===== src/rtl/pes_pkg.sv =====
// Constants for the bus-side error status and reporting block.
// Assumes a single bus clock domain and bus reset as the only reset.
`default_nettype none

package pes_pkg;

  ////////////////////////////////////////////////////////////////////////////
  // Field widths
  localparam int HOST_W = 16; // Host status word width
  localparam int PCIX_W = 32; // PCI-X status word width
  localparam int DMA_W = 8; // Each DMA status register width
  localparam int NUM_DMA = 3; // Channel 0, channel 1, direct port

  ////////////////////////////////////////////////////////////////////////////
  // Host status word bit positions
  localparam int HS_MASTER_PERR = 8; // Master parity error
  localparam int HS_MASTER_ABORT = 13; // Received master-abort
  localparam int HS_SERR_SENT = 14; // System error asserted
  localparam int HS_DET_PERR = 15; // Detected parity error

  // PCI-X status word bit position
  localparam int PX_RX_SCE_MSG = 29; // Received split completion error msg

  // DMA status register bit positions
  localparam int DS_ACTIVE = 0; // DMA active
  localparam int DS_ERROR = 1; // DMA error

  // DMA register indices within the status vector
  localparam int DMA_IDE0 = 0; // IDE channel 0
  localparam int DMA_IDE1 = 1; // IDE channel 1
  localparam int DMA_DIRECT = 2; // Direct port access register

  ////////////////////////////////////////////////////////////////////////////
  // Reset values
  localparam logic [15:0] HOST_RST = 16'h0000;
  localparam logic [31:0] PCIX_RST = 32'h0000_0000;
  localparam logic [7:0] DMA_RST = 8'h00;

  // Parity error pin driver states
  typedef enum logic [1:0] {
    PES_PERR_IDLE,
    PES_PERR_LOW,
    PES_PERR_HIGH
  } pes_perr_state_t;

endpackage : pes_pkg

`default_nettype wire


===== src/rtl/pes_error_status.sv =====
// Bus-side error reporting: parity pins, status words, DMA stop on error.
// Assumes same-clock one-cycle event pulses from the bus interface logic,
// mode inputs that are static or on clk_i, and software clears as
// write-one-to-clear masks held for one cycle.
`default_nettype none

module pes_error_status #(
  parameter int DMA_STAT_W = pes_pkg::DMA_W // DMA status register width
) (
  input wire logic clk_i, // Bus clock
  input wire logic nrst_i, // Bus reset, active low
  // Mode and configuration levels
  input wire logic pcix_mode_i, // High in PCI-X mode, low in PCI
  input wire logic direct_port_access_mode_i, // High: direct DMA register
  input wire logic split_completion_error_enable_i, // Split msg reporting
  input wire logic ide_chan_sel_i, // IDE channel owning the DMA
  // Error events from the bus interface, one-cycle pulses
  input wire logic ob_wr_watch_i, // Our outbound write data phase open
  input wire logic ob_wr_msi_i, // That outbound write is an MSI
  input wire logic ib_wr_perr_i, // Data parity error on inbound write
  input wire logic scm_perr_i, // Parity error in split completion msg
  input wire logic ob_rd_mabort_i, // Outbound read ended in master-abort
  // DMA engine control, one-cycle pulses per register
  input wire logic [pes_pkg::NUM_DMA-1:0] dma_start_i, // Set active
  input wire logic [pes_pkg::NUM_DMA-1:0] dma_done_i, // Normal finish
  // Software clears, write-one-to-clear
  input wire logic [pes_pkg::HOST_W-1:0] host_clr_i, // Host word clear
  input wire logic [pes_pkg::PCIX_W-1:0] pcix_clr_i, // PCI-X word clear
  input wire logic [pes_pkg::NUM_DMA-1:0] dma_err_clr_i, // DMA error clear
  // PERR# two-way pin
  input wire logic perr_n_i, // Pin level
  output logic perr_n_o, // Driven value
  output logic perr_oe_n_o, // Low while driving
  // SERR# open-drain pin
  input wire logic serr_n_i, // Pin level
  output logic serr_n_o, // Driven value, always low when enabled
  output logic serr_oe_n_o, // Low while pulling low
  // Status words
  output logic [pes_pkg::HOST_W-1:0] host_status_word_o, // Host status
  output logic [pes_pkg::PCIX_W-1:0] pcix_status_word_o, // PCI-X status
  output logic [DMA_STAT_W-1:0] ide_chan0_dma_status_o, // IDE ch0
  output logic [DMA_STAT_W-1:0] ide_chan1_dma_status_o, // IDE ch1
  output logic [DMA_STAT_W-1:0] direct_dma_status_o, // Direct DMA
  output logic serr_seen_o // Registered: SERR# seen low on the bus
);

  ////////////////////////////////////////////////////////////////////////////
  // Pin synchronisers

  logic perr_sync1; // First stage, read only by the second
  logic perr_sync2; // Second stage, usable
  logic perr_sync3; // Delayed copy for edge detection
  logic serr_sync1; // First stage
  logic serr_sync2; // Second stage

  // Two flops before any logic looks at a pin
  always_ff @(posedge clk_i or negedge nrst_i) begin
    if (!nrst_i) begin
      perr_sync1 <= 1'b1;
      perr_sync2 <= 1'b1;
      perr_sync3 <= 1'b1;
      serr_sync1 <= 1'b1;
      serr_sync2 <= 1'b1;
    end else begin
      perr_sync1 <= perr_n_i;
      perr_sync2 <= perr_sync1;
      perr_sync3 <= perr_sync2;
      serr_sync1 <= serr_n_i;
      serr_sync2 <= serr_sync1;
    end
  end

  ////////////////////////////////////////////////////////////////////////////
  // Event decode

  logic ob_wr_perr; // Target reported parity against our write
  logic scm_err; // Split message parity, PCI-X only
  logic dma_err; // Any error that stops the owning DMA
  logic drive_perr; // Request to pulse PERR#
  logic drive_serr; // Request to pulse SERR#
  logic [pes_pkg::NUM_DMA-1:0] dma_hit; // One-hot owning register

  // Combine raw events into pin requests and DMA stop
  always_comb begin
    // Falling edge of the target's PERR# during our write data phase
    ob_wr_perr = ob_wr_watch_i & ~perr_sync2 & perr_sync3;
    scm_err = scm_perr_i & pcix_mode_i;
    // Inbound write parity is not a DMA fault; the other three are
    dma_err = ob_wr_perr | scm_err | ob_rd_mabort_i;
    drive_perr = ib_wr_perr_i | scm_err;
    // Outbound write parity raises SERR# only in PCI-X or for MSI
    drive_serr = (ob_wr_perr & (pcix_mode_i | ob_wr_msi_i))
      | scm_err;
    // Master-abort on a read drives neither pin
    dma_hit = '0;
    if (direct_port_access_mode_i) begin
      dma_hit[pes_pkg::DMA_DIRECT] = 1'b1;
    end else if (ide_chan_sel_i) begin
      dma_hit[pes_pkg::DMA_IDE1] = 1'b1;
    end else begin
      dma_hit[pes_pkg::DMA_IDE0] = 1'b1;
    end
  end

  ////////////////////////////////////////////////////////////////////////////
  // PERR# driver: one clock low, one clock high, then released

  pes_pkg::pes_perr_state_t perr_state; // Current driver state
  pes_pkg::pes_perr_state_t next_perr_state; // Next driver state
  logic perr_n; // Registered pin value
  logic next_perr_n; // Next pin value
  logic perr_oe_n; // Registered enable
  logic next_perr_oe_n; // Next enable

  // Next state for the PERR# pulse
  always_comb begin
    next_perr_state = perr_state;
    next_perr_n = 1'b1;
    next_perr_oe_n = 1'b1;
    case (perr_state)
      // Idle: start a pulse on request
      pes_pkg::PES_PERR_IDLE: begin
        if (drive_perr) begin
          next_perr_state = pes_pkg::PES_PERR_LOW;
          next_perr_n = 1'b0;
          next_perr_oe_n = 1'b0;
        end
      end
      // Low: restore high so the shared line is not left floating low
      pes_pkg::PES_PERR_LOW: begin
        next_perr_state = pes_pkg::PES_PERR_HIGH;
        next_perr_n = 1'b1;
        next_perr_oe_n = 1'b0;
      end
      // High: release, or pulse again straight away
      pes_pkg::PES_PERR_HIGH: begin
        if (drive_perr) begin
          next_perr_state = pes_pkg::PES_PERR_LOW;
          next_perr_n = 1'b0;
          next_perr_oe_n = 1'b0;
        end else begin
          next_perr_state = pes_pkg::PES_PERR_IDLE;
        end
      end
      // Recover from an illegal code
      default: begin
        next_perr_state = pes_pkg::PES_PERR_IDLE;
      end
    endcase
  end

  // Register the PERR# driver
  always_ff @(posedge clk_i or negedge nrst_i) begin
    if (!nrst_i) begin
      perr_state <= pes_pkg::PES_PERR_IDLE;
      perr_n <= 1'b1;
      perr_oe_n <= 1'b1;
    end else begin
      perr_state <= next_perr_state;
      perr_n <= next_perr_n;
      perr_oe_n <= next_perr_oe_n;
    end
  end

  ////////////////////////////////////////////////////////////////////////////
  // SERR# driver: open drain, pulled low for one clock per request

  logic serr_oe_n; // Registered enable
  logic next_serr_oe_n; // Next enable
  logic serr_seen; // Sticky copy of SERR# seen low
  logic next_serr_seen; // Next sticky copy

  // Next SERR# enable and observation flag
  always_comb begin
    next_serr_oe_n = ~drive_serr;
    next_serr_seen = serr_seen | ~serr_sync2;
  end

  // Register the SERR# driver
  always_ff @(posedge clk_i or negedge nrst_i) begin
    if (!nrst_i) begin
      serr_oe_n <= 1'b1;
      serr_seen <= 1'b0;
    end else begin
      serr_oe_n <= next_serr_oe_n;
      serr_seen <= next_serr_seen;
    end
  end

  ////////////////////////////////////////////////////////////////////////////
  // Status words: set wins over a software clear in the same cycle

  logic [pes_pkg::HOST_W-1:0] host_status; // Host status word
  logic [pes_pkg::HOST_W-1:0] next_host_status; // Next host word
  logic [pes_pkg::HOST_W-1:0] host_set; // Bits to set now
  logic [pes_pkg::PCIX_W-1:0] pcix_status; // PCI-X status word
  logic [pes_pkg::PCIX_W-1:0] next_pcix_status; // Next PCI-X word
  logic [pes_pkg::PCIX_W-1:0] pcix_set; // Bits to set now

  // Next values of the two bus status words
  always_comb begin
    host_set = '0;
    host_set[pes_pkg::HS_MASTER_PERR] = ob_wr_perr
      | scm_err;
    host_set[pes_pkg::HS_MASTER_ABORT] = ob_rd_mabort_i;
    host_set[pes_pkg::HS_SERR_SENT] = drive_serr;
    host_set[pes_pkg::HS_DET_PERR] = drive_perr;
    pcix_set = '0;
    pcix_set[pes_pkg::PX_RX_SCE_MSG] = scm_err
      & split_completion_error_enable_i;
    // Sticky until cleared; a new event beats the clear
    next_host_status = (host_status & ~host_clr_i) | host_set;
    next_pcix_status = (pcix_status & ~pcix_clr_i) | pcix_set;
  end

  // Register the status words, cleared by bus reset
  always_ff @(posedge clk_i or negedge nrst_i) begin
    if (!nrst_i) begin
      host_status <= pes_pkg::HOST_RST;
      pcix_status <= pes_pkg::PCIX_RST;
    end else begin
      host_status <= next_host_status;
      pcix_status <= next_pcix_status;
    end
  end

  ////////////////////////////////////////////////////////////////////////////
  // DMA status registers, one per owner

  logic [DMA_STAT_W-1:0] dma_status [pes_pkg::NUM_DMA]; // Current values
  logic [DMA_STAT_W-1:0] next_dma_status [pes_pkg::NUM_DMA]; // Next values

  for (genvar g = 0; g < pes_pkg::NUM_DMA; g++) begin : g_dma
    logic stop; // Error lands on this register

    // Next active and error bits; the error stops the transfer
    always_comb begin
      stop = dma_err & dma_hit[g];
      next_dma_status[g] = dma_status[g];
      // Error beats a start or done in the same cycle
      if (stop) begin
        next_dma_status[g][pes_pkg::DS_ACTIVE] = 1'b0;
      end else if (dma_start_i[g]) begin
        next_dma_status[g][pes_pkg::DS_ACTIVE] = 1'b1;
      end else if (dma_done_i[g]) begin
        next_dma_status[g][pes_pkg::DS_ACTIVE] = 1'b0;
      end
      // Error flag: set wins over clear
      next_dma_status[g][pes_pkg::DS_ERROR] = stop
        | (dma_status[g][pes_pkg::DS_ERROR] & ~dma_err_clr_i[g]);
    end

    // Register this DMA status
    always_ff @(posedge clk_i or negedge nrst_i) begin
      if (!nrst_i) begin
        dma_status[g] <= DMA_STAT_W'(pes_pkg::DMA_RST);
      end else begin
        dma_status[g] <= next_dma_status[g];
      end
    end
  end

  ////////////////////////////////////////////////////////////////////////////
  // Outputs, all from flops except serr_n_o, which is tied low

  assign perr_n_o = perr_n;
  assign perr_oe_n_o = perr_oe_n;
  assign serr_n_o = 1'b0;
  assign serr_oe_n_o = serr_oe_n;
  assign host_status_word_o = host_status;
  assign pcix_status_word_o = pcix_status;
  assign ide_chan0_dma_status_o = dma_status[pes_pkg::DMA_IDE0];
  assign ide_chan1_dma_status_o = dma_status[pes_pkg::DMA_IDE1];
  assign direct_dma_status_o = dma_status[pes_pkg::DMA_DIRECT];
  assign serr_seen_o = serr_seen;

endmodule : pes_error_status

`default_nettype wire


===== config.mk =====
export PLATFORM = sky130hd
export DESIGN_NAME = pes_error_status
export DESIGN_NICKNAME = d
export VERILOG_FILES = /design/src/rtl/pes_pkg.sv /design/src/rtl/pes_error_status.sv
export SDC_FILE = /design/constraint.sdc
export NUM_CORES = 1
export LEC_CHECK = 0
export BUFFER_PORTS_ARGS = -buffer_cell sky130_fd_sc_hd__buf_2
export CORE_ASPECT_RATIO = 1.1
export CORE_MARGIN = 5
export CORE_UTILIZATION = 38
export DETAILED_ROUTE_END_ITERATION = 10
export GPL_ROUTABILITY_DRIVEN = 0
export PLACE_DENSITY = 0.87
export SLEW_MARGIN = 20
export SYNTH_ARGS = -nofsm -noshare
export SYNTH_HDL_FRONTEND = slang
export SYNTH_SLANG_ARGS = --single-unit

===== constraint.sdc =====
create_clock -name clk_i -period 1 [get_ports clk_i]
set_input_delay 0.1 -clock clk_i [delete_from_list [all_inputs] [get_ports clk_i]]
set_output_delay 0.1 -clock clk_i [all_outputs]
set_load 0.02 [all_outputs]

==> qor.txt, run 1 <==
Core outline area -> 0.005806 sq mm
Vias -> 1,895
Tmin final -> 1.093 ns
Part of the cycle the worst path needs -> 109.3%
Vias in the first global route -> 2,081
#FFs+latches synth -> 65
Clk root buf -> clkbuf_8
WP data arrival -> 1.31 ns
Starting Density -> 39.27%
Sequential share of the synthesized area -> 71.79%
Clk_skew -> 0.006002 ns
Final WL -> 6816 um
Total grt overflow -> 0
CTS HTree Levels -> 3
Capture point of the worst reg-to-reg path -> host_status_word_o[14]
CP required -> 1.22 ns
Clock sink total -> 65
WHS Path Cells -> 3
Yosys top cell by area -> dfrtp_1
Max-cap violations -> 0
Die Wd -> 83.85 um
Post-synth EDFFs -> 0
Clk_lat worst skew -> 0.33 ns
Failing checks -> negative setup slack
CTS tree -> done
Setup-failing EPs final -> 9
First-pass GRT wire length -> 10,160 um
Antenna fix cells -> 0
Commonest non-fill, non-tap cell in the layout -> buf_2
Number of I/O pins -> 147
Synth top area share -> 62.57%
Hold Path Class -> input port to register
Fin. max-slew vios -> 0
PD cells -> 1459 mW/mm^2
Register area -> 0.001637 sq mm
Place WS -> -0.09511 ns
Fin. Hold Viols -> 0
RSZ-0062 raised after global routing -> yes
Clock slew at reported path FFs -> 0.08 ns
Synth async-reset ratio -> 100.0%
Synth Flop Type -> dfrtp_1
Worst hold endpoint -> host_status_word_o[15]
Worst-path fanout max -> 3
Startpoint Class -> register
Fin worst setup slack -> -0.09345 ns
Vias/cell -> 4.192
Initial antenna violation count -> 0
Synth Cell Area -> 0.002280 sq mm
Worst R2R Start -> perr_sync2
Antenna Nets Post-Route -> 0
Sum of negative setup slack -> -0.6057 ns
Detailed Route Iter0 Violations -> 37
Outcome -> finished, violations left
Area occupied by multi-input gates -> 539.3 sq um
CTS max path bufs -> 2
Most frequent cells in the layout -> buf_2, dfrtp_1, dlygate4sd3_1, buf_6, nor2b_1
Total track usage -> 17.01%
Syn Inst Count -> 170
Leakage power -> 0.002134 uW
Synth-to-Final Area Change -> 79.36%
Yosys warning total -> 0
DP HPWL -> 3844 um
Die H -> 91.24 um
Routed len/inst -> 15.08 um
CP Capture Type -> register
DRC -> 0
Fillcell total -> 400
Largest net degree at the start of global routing -> 66
Core Rows -> 29
PortBufs -> 127
FF-to-FF path depth -> 3
Area contributors post-synth -> dfrtp_1, nor2b_1, dfstp_2, buf_4, inv_1
Peak supply drop -> 0.0009772 V
Avg Cell Area, Syn -> 13.41 sq um
CTS buffer count -> 9
Layout Utilization -> 70.43%
Drt pass-1 iters -> 4
Library cells used by synthesis -> 21
Final #Nets -> 440
Die ar. -> 0.007650 sq mm
Share of cells above drive strength 1 -> 45.07%
HP Start -> ib_wr_perr_i
FF-to-FF setup slack -> -0.09 ns
CP Class -> register to register
Fmax -> 914.5 MHz
==> worst max-delay path: stages (launching register included) <==
cell     delay, ns
dfstp_2       0.53
and3b_2       0.23
o21ai_2       0.13
nand3_1       0.09
==> cell families (layout without fill, tap and decap cells) <==
logic type             Yosys count  in the layout  synth area share (%)
AO/OA/AOI/OAI                   18             18                 4.885
buffers and inverters           30            217                 8.068
flip-flops                      65             65                 71.79
other                            1             19                0.1645
AND/OR/NAND/NOR                 56             56                 15.09
==> final cells by class <==
| type | instances | area share [%] |
|---|---|---|
| timing repair buffer | 190 | 37.82 |
| clock buffer | 10 | 3.366 |
| multi-input combinational | 93 | 13.19 |
| tap | 77 | 2.356 |
| sequential | 65 | 40.02 |
| clock inverter | 6 | 2.234 |
| inverter | 11 | 1.010 |
==> power by group <==
group / total (uW) / internal, uW / switching (uW)
logic: 721 / 376 / 345
registers: 2760 / 2720 / 41.2
clock network: 2480 / 1470 / 1010
==> Yosys cell counts, types with 2 or more instances <==
library cell and number:
dfrtp_1 57, a21oi_1 8, nand2b_1 2, inv_1 11, o21ai_0 3, nand3_1 2, nor2b_1 44, dfstp_2 8
a21oi_2 2, nor2_1 2, a22o_1 3, buf_4 19
==> stage by stage <==
step	hold WS (ns)	area (sq um)	instances	total power (uW)
final	0.01086	4089	452	5965
after floorplan	-0.1956	2347	188	3060
after CTS	0.006569	3770	444	5983
after detailed placement	0.1395	2957	374	3279
after global placement	0.1296	2957	374	3265
after global routing	0.005123	4089	452	6251
==> registers in the layout, summed over array words and instances, names as in the netlist <==
name,cells
serr_sync2,1
perr_oe_n_o,1
serr_sync1,1
serr_seen_o,1
ide_chan0_dma_status_o,2
perr_sync1,1
perr_n_o,1
serr_oe_n_o,1
host_status_word_o,16
direct_dma_status_o,2
pcix_status_word_o,32
perr_sync2,1
perr_state,2
perr_sync3,1
ide_chan1_dma_status_o,2
==> layer usage <==
| layer | routed length, um | vias to the layer above | GRT usage [%] |
|---|---|---|---|
| met5 | 0 | - | 0 |
| met4 | 127 | 0 | 5.496 |
| met3 | 590 | 12 | 7.149 |
| met2 | 3807 | 87 | 31.10 |
| met1 | 2291 | 902 | 17.53 |
| li1 | - | 894 | - |
==> timing repair <==
item,in CTS,in global routing
pin swaps,1,2
setup endpoints to repair,13,57
buffers inserted,1,8
endpoints found under the hold margin,109,0
gates resized for setup,16,83
hold buffers,53,0
==> how the worst max path moves through the flow <==
stage                                   endpoint  slack [ns]  depth (start not counted)         from
after global placement    host_status_word_o[14]       -0.05                          3   perr_sync2
after floorplan           host_status_word_o[14]       -0.03                          3   perr_sync2
after global routing      host_status_word_o[14]       -0.13                          3   perr_sync2
after detailed placement  host_status_word_o[14]        -0.1                          3   perr_sync2
final                     host_status_word_o[14]       -0.09                          3   perr_sync2
after CTS                            serr_oe_n_o       -0.09                          1  serr_oe_n_o
Power figures use the tool's default switching activity.
==> run 2: changes to the inputs <==
--- a/config.mk
+++ b/config.mk
@@ -5,13 +5,13 @@
 export SDC_FILE = /design/constraint.sdc
 export NUM_CORES = 1
 export LEC_CHECK = 0
-export BUFFER_PORTS_ARGS = -buffer_cell sky130_fd_sc_hd__buf_2
 export CORE_ASPECT_RATIO = 1.1
 export CORE_MARGIN = 5
-export CORE_UTILIZATION = 38
+export CORE_UTILIZATION = 55
 export DETAILED_ROUTE_END_ITERATION = 10
+export DONT_BUFFER_PORTS = 1
 export GPL_ROUTABILITY_DRIVEN = 0
-export PLACE_DENSITY = 0.87
+export PLACE_DENSITY = 0.84
 export SLEW_MARGIN = 20
 export SYNTH_ARGS = -nofsm -noshare
 export SYNTH_HDL_FRONTEND = slang
==> qor.txt, run 2 (synthesized netlist as in run 1, its figures left out) <==
Core Rows -> 24 (was 29)
Synth-to-Final Area Change -> 41.05% (was 79.36%)
Final #Nets -> 327 (was 440)
Cell family with the largest share of critical-path delay -> flip-flops (unchanged)
Slowest CP cell -> dfstp_2 (unchanged)
FF-to-FF setup slack -> -0.11 ns (was -0.09 ns)
Commonest non-fill, non-tap cell in the layout -> dlygate4sd3_1 (was buf_2)
Die H -> 77.52 um (was 91.24 um)
Tmin final -> 1.112 ns (was 1.093 ns)
CP Capture Type -> register (unchanged)
Peak supply drop -> 0.001366 V (was 0.0009772 V)
Detailed Route Iter0 Violations -> 33 (was 37)
CTS buffer count -> 9 (unchanged)
Capture point of the worst reg-to-reg path -> host_status_word_o[14] (unchanged)
Fin Hold WS -> -0.5366 ns (was 0.01086 ns)
CP required -> 1.21 ns (was 1.22 ns)
Most frequent cells in the layout -> dlygate4sd3_1, dfrtp_1, nor2b_1, conb_1 (was buf_2, dfrtp_1, dlygate4sd3_1, buf_6, nor2b_1)
RSZ-0062 raised after global routing -> yes (unchanged)
Clk_lat worst skew -> 0.32 ns (was 0.33 ns)
Setup-failing EPs final -> 11 (was 9)
Count of non-filler cells in the finished layout -> 314 (was 452)
Part of the cycle the worst path needs -> 111.2% (was 109.3%)
Core outline area -> 0.003994 sq mm (was 0.005806 sq mm)
Starting Density -> 57.08% (was 39.27%)
Max-cap violations -> 0 (unchanged)
Place WS -> -0.07804 ns (was -0.09511 ns)
Startpoint Class -> register (unchanged)
CP Class -> register to register (unchanged)
Leakage power -> 0.001565 uW (was 0.002134 uW)
DP Cell Count -> 229 (was 374)
Largest net degree at the start of global routing -> 66 (unchanged)
CTS HTree Levels -> 3 (unchanged)
DRC -> 0 (unchanged)
Fin. Hold Viols -> 65 (was 0)
WP data arrival -> 1.32 ns (was 1.31 ns)
Vias/cell -> 4.860 (was 4.192)
PortBufs -> 0 (was 127)
Clock sink total -> 65 (unchanged)
CTS max path bufs -> 2 (unchanged)
PD cells -> 1629 mW/mm^2 (was 1459 mW/mm^2)
Total grt overflow -> 0 (unchanged)
Final WL -> 5919 um (was 6816 um)
Largest stage delay, worst path -> 0.53 ns (about the same)
CP bufs+invs -> 0 (unchanged)
Worst-path fanout max -> 3 (unchanged)
Fin worst setup slack -> -0.1116 ns (was -0.09345 ns)
Failing checks -> negative hold slack, negative setup slack (was negative setup slack)
Worst R2R Start -> perr_sync2 (unchanged)
Fin. max-slew vios -> 0 (unchanged)
Outcome -> finished, violations left (unchanged)
FF-to-FF path depth -> 3 (unchanged)
Max FFs per register -> 32 (unchanged)
Clock slew at reported path FFs -> 0.07 ns (was 0.08 ns)
CTS tree -> done (unchanged)
Hold Path Class -> input port to async pin (was input port to register)
Initial antenna violation count -> 0 (unchanged)
Vias in the first global route -> 1,742 (was 2,081)
Drt pass-1 iters -> 4 (unchanged)
Share of cells above drive strength 1 -> 16.03% (was 45.07%)
DP HPWL -> 3505 um (was 3844 um)
Layout Utilization -> 80.51% (was 70.43%)
Clk root buf -> clkbuf_8 (unchanged)
Number of I/O pins -> 147 (unchanged)
Clk_skew -> 0.002428 ns (was 0.006002 ns)
Die ar. -> 0.005534 sq mm (was 0.007650 sq mm)
Fmax -> 899.6 MHz (was 914.5 MHz)
Total track usage -> 20.89% (was 17.01%)
First-pass GRT wire length -> 8763 um (was 10,160 um)
Antenna Nets Post-Route -> 0 (unchanged)
Die Wd -> 71.39 um (was 83.85 um)
Critical path cell sequence -> and3b_2 > o21ai_2 > nand3_1 (unchanged)
Antenna fix cells -> 0 (unchanged)
Routed len/inst -> 18.85 um (was 15.08 um)
Vias -> 1,526 (was 1,895)
Sum of negative setup slack -> -0.5590 ns (was -0.6057 ns)
==> run 2: cell types whose count changed in the layout (fill, tap and decap cells not counted), sizes merged <==
cell / previous run / this run
buf: 137 / 12
dlygate4sd3: 53 / 65
clkbuf: 10 / 13
clkinvlp: 3 / 0
bufinv: 2 / 0
clkinv: 1 / 3
==> run 2: how the worst max path moves through the flow <==
| stage | from | endpoint | slack, ns | depth (start not counted) |
|---|---|---|---|---|
| after CTS | perr_sync2 | direct_dma_status_o[1] | -0.08 | 3 |
| after detailed placement | perr_sync2 | direct_dma_status_o[1] | -0.08 | 3 |
| after global routing | perr_sync2 | serr_oe_n_o | -0.16 | 3 |
| after global placement | perr_sync2 | host_status_word_o[14] | -0.05 | 3 |
| after floorplan | perr_sync2 | host_status_word_o[14] | -0.03 | 3 |
| final | perr_sync2 | host_status_word_o[14] | -0.11 | 3 |
==> run 2: what timing repair did <==
item / in CTS / in global routing
hold buffers: 62 / 3
setup buffers: 0 / 4
hold endpoints to repair: 122 / 69
endpoints found under the setup margin: 10 / 18
pin swaps: 3 / 1
resized for setup: 1 / 9
==> run 2: where the power goes <==
group	total (uW)	leakage (uW)	switching, uW	internal (uW)
registers	2800	0.000849	76.2	2720
logic	519	0.000623	237	282
clock network	1920	0.0000932	897	1020
==> run 2: final cells by class <==
class / instances / area (sq um)
Inverter: 11 / 41.29
Clock inverter: 3 / 15.01
Clock buffer: 13 / 158.9
Multi-Input combinational cell: 93 / 539.3
Sequential cell: 65 / 1637
Tap cell: 52 / 65.06
Fill cell: 209 / 778.2
Timing Repair Buffer: 77 / 759.5
==> run 2: worst reg2reg max path, stage by stage (launching register included) <==
cell     delay (ns)
dfstp_2        0.53
and3b_2        0.23
o21ai_2        0.14
nand3_1        0.09
==> run 2: per-stage QoR <==
step	total power (uW)	instance area (sq um)	hold slack, ns
after floorplan	3060	2347	-0.1956
after global placement	3073	2330	-0.1942
after detailed placement	3083	2330	-0.1941
after CTS	5219	3124	-0.5557
after global routing	5459	3216	-0.5625
final	5239	3216	-0.5366
==> run 2: metal layers <==
layer  global-route usage, %  routed length (um)  up-vias
met2                   37.32                3151      106
li1                        -                   -      667
met1                   20.17                1918      743
met4                   9.211                 107        0
met5                       0                   0        -
met3                   9.819                 742       10
